File: config.mk
export PLATFORM = sky130hd
export DESIGN_NAME = increment_skip_execute
export DESIGN_NICKNAME = d
export VERILOG_FILES = /design/src/core/incskip_pkg.sv /design/src/core/incskip_alu.sv /design/src/core/increment_skip_execute.sv
export SDC_FILE = /design/constraint.sdc
export NUM_CORES = 1
export LEC_CHECK = 0
export BUFFER_PORTS_ARGS = -buffer_cell sky130_fd_sc_hd__buf_2
export CORE_UTILIZATION = 40
export DETAILED_ROUTE_END_ITERATION = 8
export PLACE_DENSITY = 0.75
export SLEW_MARGIN = 10
export SYNTH_ARGS = -nofsm -noshare
export SYNTH_HDL_FRONTEND = slang
export SYNTH_SLANG_ARGS = --single-unit
export TNS_END_PERCENT = 30
File: constraint.sdc
create_clock -name I_CLK -period 7 [get_ports I_CLK]
set_clock_uncertainty 0.2 [all_clocks]
set_input_delay 1.4 -clock I_CLK [delete_from_list [all_inputs] [get_ports I_CLK]]
set_output_delay 1.4 -clock I_CLK [all_outputs]
set_load 0.02 [all_outputs]
File: src/core/incskip_pkg.sv
// Package for the increment and skip execute block.
// Assumes a 14-bit opcode word and 8-bit file registers.
package incskip_pkg;

   // ---------------------------------------------------------------
   // Opcode layout
   // ---------------------------------------------------------------
   localparam int OPCODE_W      = 14;
   localparam int DATA_W        = 8;
   localparam int ADDR_W        = 7;
   localparam int DEST_BIT      = 7;
   localparam int OP_HI         = 13;
   localparam int OP_LO         = 8;
   localparam logic [5:0] OP_INCREMENT      = 6'h0A;
   localparam logic [5:0] OP_INCREMENT_SKIP = 6'h0F;
   localparam logic [5:0] OP_DECREMENT_SKIP = 6'h0B;
   localparam logic [7:0] ONE_VALUE         = 8'h01;
   localparam logic [7:0] ZERO_VALUE        = 8'h00;

   typedef enum logic [1:0] {
      EXEC_NONE,
      EXEC_INCREMENT,
      EXEC_INCREMENT_SKIP,
      EXEC_DECREMENT_SKIP
   } exec_kind_t;

   typedef enum {
      ST_RUN,
      ST_FLUSH
   } skip_state_t;

endpackage

File: src/core/incskip_alu.sv
// Opcode classifier and arithmetic for the three file-register operations.
// Assumes a same-clock opcode and operand; purely combinational.
`timescale 1ns/100ps
module incskip_alu
   import incskip_pkg::*;
(
   input  wire logic [OPCODE_W-1:0] i_opcode,
   input  wire logic [DATA_W-1:0]   i_operand,
   output exec_kind_t               o_kind,
   output logic [DATA_W-1:0]        o_result,
   output logic                     o_zero
);

   always_comb begin
      unique case (i_opcode[OP_HI:OP_LO])
         OP_INCREMENT:      o_kind = EXEC_INCREMENT;
         OP_INCREMENT_SKIP: o_kind = EXEC_INCREMENT_SKIP;
         OP_DECREMENT_SKIP: o_kind = EXEC_DECREMENT_SKIP;
         default:           o_kind = EXEC_NONE;
      endcase
   end

   always_comb begin
      if (o_kind == EXEC_DECREMENT_SKIP) begin
         o_result = i_operand - ONE_VALUE;
      end else begin
         o_result = i_operand + ONE_VALUE;
      end
      o_zero = (o_result == ZERO_VALUE);
   end

endmodule // incskip_alu

File: src/core/increment_skip_execute.sv
// Execute stage for increment, increment-skip and decrement-skip.
// Assumes the fetch stage presents one opcode per cycle with a valid flag,
// the file array returns read data for o_FILE_ADDR in the same cycle,
// and the program counter advances on its own; a flush discards one word.
//
// How it works
// - Increment opcode adds one to the file register and updates the zero flag.
// - Destination bit zero writes working register, one writes the file register.
// - Increment-skip adds one, skips next word on zero, leaves flags alone.
// - On zero skip result the fetched word is replaced by a no-operation.
// - Nonzero decrement-skip completes in one cycle, next address follows.
// - Decrement-skip subtracts one, routes by destination, skips when zero.
`timescale 1ns/100ps
module increment_skip_execute
   import incskip_pkg::*;
(
   input  wire logic                          I_CLK,
   input  wire logic                          I_NRST,
   input  wire logic                          i_VALID,
   input  wire logic [incskip_pkg::OPCODE_W-1:0] i_OPCODE,
   input  wire logic [incskip_pkg::DATA_W-1:0]   i_FILE_RDATA,
   output logic [incskip_pkg::ADDR_W-1:0]     o_FILE_ADDR,
   output logic                               o_FILE_WE,
   output logic [incskip_pkg::DATA_W-1:0]     o_FILE_WDATA,
   output logic                               o_W_WE,
   output logic [incskip_pkg::DATA_W-1:0]     o_W_WDATA,
   output logic                               o_ZERO_WE,
   output logic                               o_ZERO_VALUE,
   output logic                               o_SKIP,
   output logic                               o_BUSY_NOP
);

   import incskip_pkg::*;

   // ---------------------------------------------------------------
   // Decode and arithmetic
   // ---------------------------------------------------------------
   exec_kind_t        kind;
   logic [DATA_W-1:0] result;
   logic              zero;
   logic              dest_file;
   logic              live;
   logic              next_skip;
   skip_state_t       state;

   assign o_FILE_ADDR = i_OPCODE[ADDR_W-1:0];
   assign dest_file   = i_OPCODE[DEST_BIT];

   incskip_alu u_alu (
      .i_opcode  (i_OPCODE),
      .i_operand (i_FILE_RDATA),
      .o_kind    (kind),
      .o_result  (result),
      .o_zero    (zero)
   );

   // A word fetched behind a taken skip is never executed.
   assign live      = i_VALID && (state == ST_RUN);
   assign next_skip = live && zero &&
                      (kind == EXEC_INCREMENT_SKIP || kind == EXEC_DECREMENT_SKIP);

   // ---------------------------------------------------------------
   // Skip sequencing
   // ---------------------------------------------------------------
   always_ff @(posedge I_CLK) begin
      if (!I_NRST) begin
         state <= ST_RUN;
      end else if (next_skip) begin
         state <= ST_FLUSH;
      end else if (i_VALID) begin
         state <= ST_RUN;
      end
   end

   assign o_BUSY_NOP = (state == ST_FLUSH);
   assign o_SKIP     = next_skip;

   // ---------------------------------------------------------------
   // Result routing and status
   // ---------------------------------------------------------------
   always_ff @(posedge I_CLK) begin
      if (!I_NRST) begin
         o_FILE_WE    <= 1'b0;
         o_W_WE       <= 1'b0;
         o_FILE_WDATA <= ZERO_VALUE;
         o_W_WDATA    <= ZERO_VALUE;
      end else begin
         o_FILE_WE    <= live && (kind != EXEC_NONE) && dest_file;
         o_W_WE       <= live && (kind != EXEC_NONE) && !dest_file;
         o_FILE_WDATA <= result;
         o_W_WDATA    <= result;
      end
   end

   always_ff @(posedge I_CLK) begin
      if (!I_NRST) begin
         o_ZERO_WE    <= 1'b0;
         o_ZERO_VALUE <= 1'b0;
      end else begin
         // Skip forms leave the status register untouched.
         o_ZERO_WE    <= live && (kind == EXEC_INCREMENT);
         o_ZERO_VALUE <= zero;
      end
   end

   // ---------------------------------------------------------------
   // Result and status checks
   // ---------------------------------------------------------------
   // Results land one cycle after the opcode, so the checks look one cycle on.
   // The operand is taken with $past because the file array answers combinationally.

   a_zero_on_inc: assert property (@(posedge I_CLK) disable iff (!I_NRST)
      live && kind == EXEC_INCREMENT |=>
         o_ZERO_WE && o_ZERO_VALUE == $past(zero))
      else $error("increment did not update zero flag");

   a_inc_value: assert property (@(posedge I_CLK) disable iff (!I_NRST)
      live && kind == EXEC_INCREMENT |=>
         o_W_WDATA == $past(i_FILE_RDATA) + ONE_VALUE)
      else $error("increment result wrong");

   a_inc_no_skip: assert property (@(posedge I_CLK) disable iff (!I_NRST)
      live && kind == EXEC_INCREMENT |->
         !o_SKIP ##1 !o_BUSY_NOP)
      else $error("plain increment requested a skip");

   a_dest_file: assert property (@(posedge I_CLK) disable iff (!I_NRST)
      live && kind != EXEC_NONE && dest_file |=>
         o_FILE_WE && !o_W_WE)
      else $error("file destination not written");

   a_dest_work: assert property (@(posedge I_CLK) disable iff (!I_NRST)
      live && kind != EXEC_NONE && !dest_file |=>
         o_W_WE && !o_FILE_WE)
      else $error("working destination not written");

   a_same_wdata: assert property (@(posedge I_CLK) disable iff (!I_NRST)
      o_FILE_WE || o_W_WE |->
         o_FILE_WDATA == o_W_WDATA)
      else $error("destinations carry different results");

   a_skip_no_flag: assert property (@(posedge I_CLK) disable iff (!I_NRST)
      live && kind == EXEC_INCREMENT_SKIP |=>
         !o_ZERO_WE)
      else $error("skip form touched status");

   a_inc_skip_value: assert property (@(posedge I_CLK) disable iff (!I_NRST)
      live && kind == EXEC_INCREMENT_SKIP |=>
         o_FILE_WDATA == $past(i_FILE_RDATA) + ONE_VALUE)
      else $error("increment skip result wrong");

   a_dec_value: assert property (@(posedge I_CLK) disable iff (!I_NRST)
      live && kind == EXEC_DECREMENT_SKIP |=>
         o_FILE_WDATA == $past(i_FILE_RDATA) - ONE_VALUE)
      else $error("decrement result wrong");

   a_dec_no_flag: assert property (@(posedge I_CLK) disable iff (!I_NRST)
      live && kind == EXEC_DECREMENT_SKIP |=>
         !o_ZERO_WE)
      else $error("decrement skip touched status");

   a_skip_when_zero: assert property (@(posedge I_CLK) disable iff (!I_NRST)
      live && kind == EXEC_DECREMENT_SKIP && zero |->
         o_SKIP)
      else $error("zero decrement did not skip");

   a_addr_field: assert property (@(posedge I_CLK) disable iff (!I_NRST)
      o_FILE_ADDR == i_OPCODE[ADDR_W-1:0])
      else $error("file address not from opcode");

   a_foreign_ignored: assert property (@(posedge I_CLK) disable iff (!I_NRST)
      live && kind == EXEC_NONE |=>
         !o_FILE_WE && !o_W_WE && !o_ZERO_WE)
      else $error("foreign opcode wrote a result");

   // ---------------------------------------------------------------
   // Skip and discard checks
   // ---------------------------------------------------------------
   // The skip instruction still writes its own result in the next cycle;
   // only the word behind it is dropped, so the quiet cycle is the one after.

   a_skip_flush: assert property (@(posedge I_CLK) disable iff (!I_NRST)
      o_SKIP |=>
         o_BUSY_NOP ##1 !o_FILE_WE && !o_W_WE && !o_ZERO_WE)
      else $error("fetched word not discarded");

   a_flush_quiet: assert property (@(posedge I_CLK) disable iff (!I_NRST)
      o_BUSY_NOP && i_VALID |=>
         !o_FILE_WE && !o_W_WE && !o_ZERO_WE && !o_BUSY_NOP)
      else $error("discarded word was executed");

   a_no_skip_nonzero: assert property (@(posedge I_CLK) disable iff (!I_NRST)
      live && kind == EXEC_DECREMENT_SKIP && !zero |->
         !o_SKIP ##1 !o_BUSY_NOP)
      else $error("nonzero decrement skipped");

   // Reset must leave no stray write behind, whatever the fetch side shows.
   a_reset_quiet: assert property (@(posedge I_CLK)
      !I_NRST |=>
         !o_FILE_WE && !o_W_WE && !o_ZERO_WE && !o_BUSY_NOP)
      else $error("write or discard pending after reset");

   // ---------------------------------------------------------------
   // Cover points
   // ---------------------------------------------------------------
   c_inc_skip: cover property (@(posedge I_CLK) disable iff (!I_NRST)
      o_SKIP && kind == EXEC_INCREMENT_SKIP);
   c_dec_skip: cover property (@(posedge I_CLK) disable iff (!I_NRST)
      o_SKIP && kind == EXEC_DECREMENT_SKIP);
   c_inc_wrap: cover property (@(posedge I_CLK) disable iff (!I_NRST)
      live && kind == EXEC_INCREMENT && zero);
   c_back_to_back: cover property (@(posedge I_CLK) disable iff (!I_NRST)
      o_FILE_WE ##1 o_FILE_WE);
   c_flush_refused: cover property (@(posedge I_CLK) disable iff (!I_NRST)
      o_BUSY_NOP && i_VALID);

endmodule // increment_skip_execute

==> reports/results.md <==
### STA
* Final WS setup: 1440 ps
* crit share post-route: 79.4%
* FMAX: 180 MHz
* Final Hold Slack: 325 ps
* number of endpoints failing setup at the final stage: 0
* worst slew margin relative to its limit: 66.0%
* unrepaired setup endpoints after global routing: false
* final count of hold timing violations: 0
* Max Transition Viols Final: 0
* minimum clock period after layout: 5560 ps
* final setup TNS: 0 ps
* transition time at the pin with the least slew margin: 501 ps

### Synthesis
* dominant register cell in the synthesized netlist: sky130_fd_sc_hd__dfxtp_1
* async set-reset flop share out of synthesis: 0%
* Netlist Area Pre-Place: 893 um^2
* mean post-synth cell area: 8.85 um^2
* portion of the post-synthesis area used by sequential elements: 29.1%
* number of synthesized flops with an enable pin: 0
* Post-synth top cells: 15 x sky130_fd_sc_hd__buf_4, 13 x sky130_fd_sc_hd__dfxtp_1, 11 x sky130_fd_sc_hd__nor2_1
* Post-Syn Nets: 134
* number of warnings issued by yosys: 0
* share of the synthesized area in the top cell type: 29.1%
* dominant cell type by area after synthesis: sky130_fd_sc_hd__dfxtp_1
* Cells after Synth: 101
* main area contributors after synthesis: sky130_fd_sc_hd__dfxtp_1 29%, sky130_fd_sc_hd__buf_4 13%, sky130_fd_sc_hd__ha_1 9.8%
* register bit count reported by yosys: 13
* most repeated cell in the gate-level netlist after synthesis: sky130_fd_sc_hd__buf_4
* Distinct cells, synth: 36

### Route
* antenna violation net count after detailed routing: 0
* detailed-router iteration count before antenna repair: 4
* Post-route DRC: 0
* vias per cell: 4.82
* DR WL/cell: 10.8 um
* Routed WL: 1.68 mm
* initial drt markers: 13
* DR vias: 747

### Worst hold path
* startpoint of the worst hold path: state[0]
* worst hold-check path type: reg -> reg

### Placed design
* HPWL reported at the end of detailed placement: 1.46 mm
* placed cell count: 151
* buffers added on ports: 39
* Post-Place Cell Area: 1010 um^2
* final weighted congestion in routability-driven placement: 0.764
* Worst Setup Slack post-DPL: 1440 ps

### GRT
* total gr overflow: 0
* first-pass GRT wire length: 2.83 mm
* GRT Util Overall: 14.7%
* most used routing layer in global routing: met2
* Global Route met1 Usage: 17.4%
* vias in the first global route: 669
* routing usage on met3: 2.49%
* GR Layer Usage met2: 26.7%
* number of antenna violations at the first check in global routing: 0
* largest net degree at the start of global routing: 11

### Clocking
* clock latency of the later-clocked register in the worst-skew pair: 260 ps
* number of H-tree levels: 1
* number of setup buffers added after CTS: 0
* count of clock tree sinks: 13
* clock tree from TritonCTS: done
* post-CTS resize count: 0
* root buffer cell: sky130_fd_sc_hd__clkbuf_4
* post-cts hold buffer count: 0
* clock input transition at the sequential cells of the worst setup and hold paths: 70 ps
* TritonCTS buffer count: 3
* buffer depth of the longest clock path: 2

### Power and ir drop
* internal power summed over all cells: 117 uW
* part of the total power dissipated in the clock network: 25.9%
* Leakage: 0.532 nW
* post-route total power: 163 uW
* Power Density: 158 nW/um^2
* part of the power in combinational logic: 25.8%
* Switching Power: 46.7 uW
* portion of total power attributed to sequential cells: 48.3%
* maximum ir drop on the vdd rail: 0.0899 mV
* Sw Share: 28.6%

### Setup path
* Worst Setup EP: o_SKIP
* worst setup path class: in -> out
* FF-to-FF setup slack: 5250 ps
* worst endpoint data arrival time: 3960 ps
* Worst setup startpoint: i_OPCODE[12]
* Critical Path Stages: 11
* Worst path slowest cell: sky130_fd_sc_hd__o311ai_1
* FF-to-FF Start: state[0]
* type of origin of the critical path: primary input
* Buf/Inv on CP: 3
* sequence of cells on the critical path: buf_2 > nand4bb_1 > or2_2 > inv_1 > ha_1 > or2_1 > o211a_1 > o311ai_1 > nor4_1 > and4_1 > buf_2
* most frequent cell on the critical path: sky130_fd_sc_hd__buf_2
* slowest stage delay, CP: 470 ps
* kind of cell adding the most delay to the critical path: simple AND/OR/NAND/NOR gates
* Worst setup EP type: output pin
* Worst EP required: 5400 ps
* worst-path maximum fanout: 7
* number of cells on the worst reg-to-reg path: 4
* Worst R2R End: state[0]

### Floorplan
* placeable core region: 2020 um^2
* die height: 49.3 um
* Die Footprint: 2430 um^2
* total I/O pin count: 54
* Core Rows: 16
* Initial Utilization: 44.2%
* width of the die: 49.3 um

### Layout
* fraction of layout cells with a size suffix above 1: 37.5%
* post-layout utilization of the core: 51.1%
* fill cell count: 209
* final net count: 162
* number of antenna repair diodes: 0
* final standard cell area without fillers: 1030 um^2
* fin cells: 155
* synth-to-layout area growth: 15.5%

### Run status
* run status: complete, no violations

### Flow run
* number of maximum-capacitance violations: 0

final cells by class:
class                      instances  area [um^2]  share of cell area [%]
multi-input combinational         65          490                    47.5
inverter                           7         26.3                    2.55
sequential                        13          260                    25.2
clock buffer                       4         26.3                    2.55
timing repair buffer              39          195                    18.9
tap                               27         33.8                    3.27
power groups by stage:
stage	registers (mW)	clock network [mW]	logic, mW
after floorplan	0.0854	0	0.0326
after global placement	0.0804	0	0.0414
after detailed placement	0.0806	0	0.0421
after CTS	0.0788	0.0437	0.0424
after global routing	0.0792	0.0482	0.0462
final	0.0788	0.0423	0.0421
cells in the final DEF, fill, tap and decap left out, drive strengths merged:
cell	n
nor2	11
xor2	2
nor2b	2
nand2	3
or4	1
o2111ai	1
and4	1
o211a	1
ha	7
a221oi	1
dfxtp	13
nor3b	3
clkbuf	4
o31ai	1
nand4bb	1
nand2b	2
inv	7
nor4	1
a211oi	1
fa	1
mux2i	1
nor3	1
buf	39
and3	1
nand3b	1
xnor2	5
o21ai	2
or2	3
nand3	2
o311ai	1
o211ai	2
a21oi	2
and2	4
worst min path at each step:
stage	cells after the start	to
finish	2	state[0]
floorplan	2	state[0]
detailed placement	2	state[0]
global route	2	state[0]
CTS	2	state[0]
global placement	2	state[0]
routing by layer:
metal	part of all wire, %	vias to the layer above	wire, um
met3	6.4	0	108
met4	0	0	0
met5	0	-	0
met1	43	333	719
met2	51	33	852
li1	-	381	-
flip-flops by register name, indices dropped and copies added (netlist names):
register	cells
o_W_WDATA	8
state	1
o_ZERO_VALUE	1
o_FILE_WE	1
o_ZERO_WE	1
o_W_WE	1
cells by family after synthesis:
family / Yosys count / share of synthesized area [%]
and+or+nand+nor: 37 / 23.7
muxes: 1 / 1.12
buffers and inverters: 23 / 16.0
DFF: 13 / 29.1
AOI/OAI and AO/OA: 12 / 11.2
xor gates and xnor gates: 7 / 6.86
adders and majority gates: 8 / 12.0
tightest hold or removal path: cells and delay by family, from the launching register on:
family	cells	cell delay, ps
simple gates	1	100
compound gates	1	60
flops	1	330
Power figures use the tool's default switching activity.
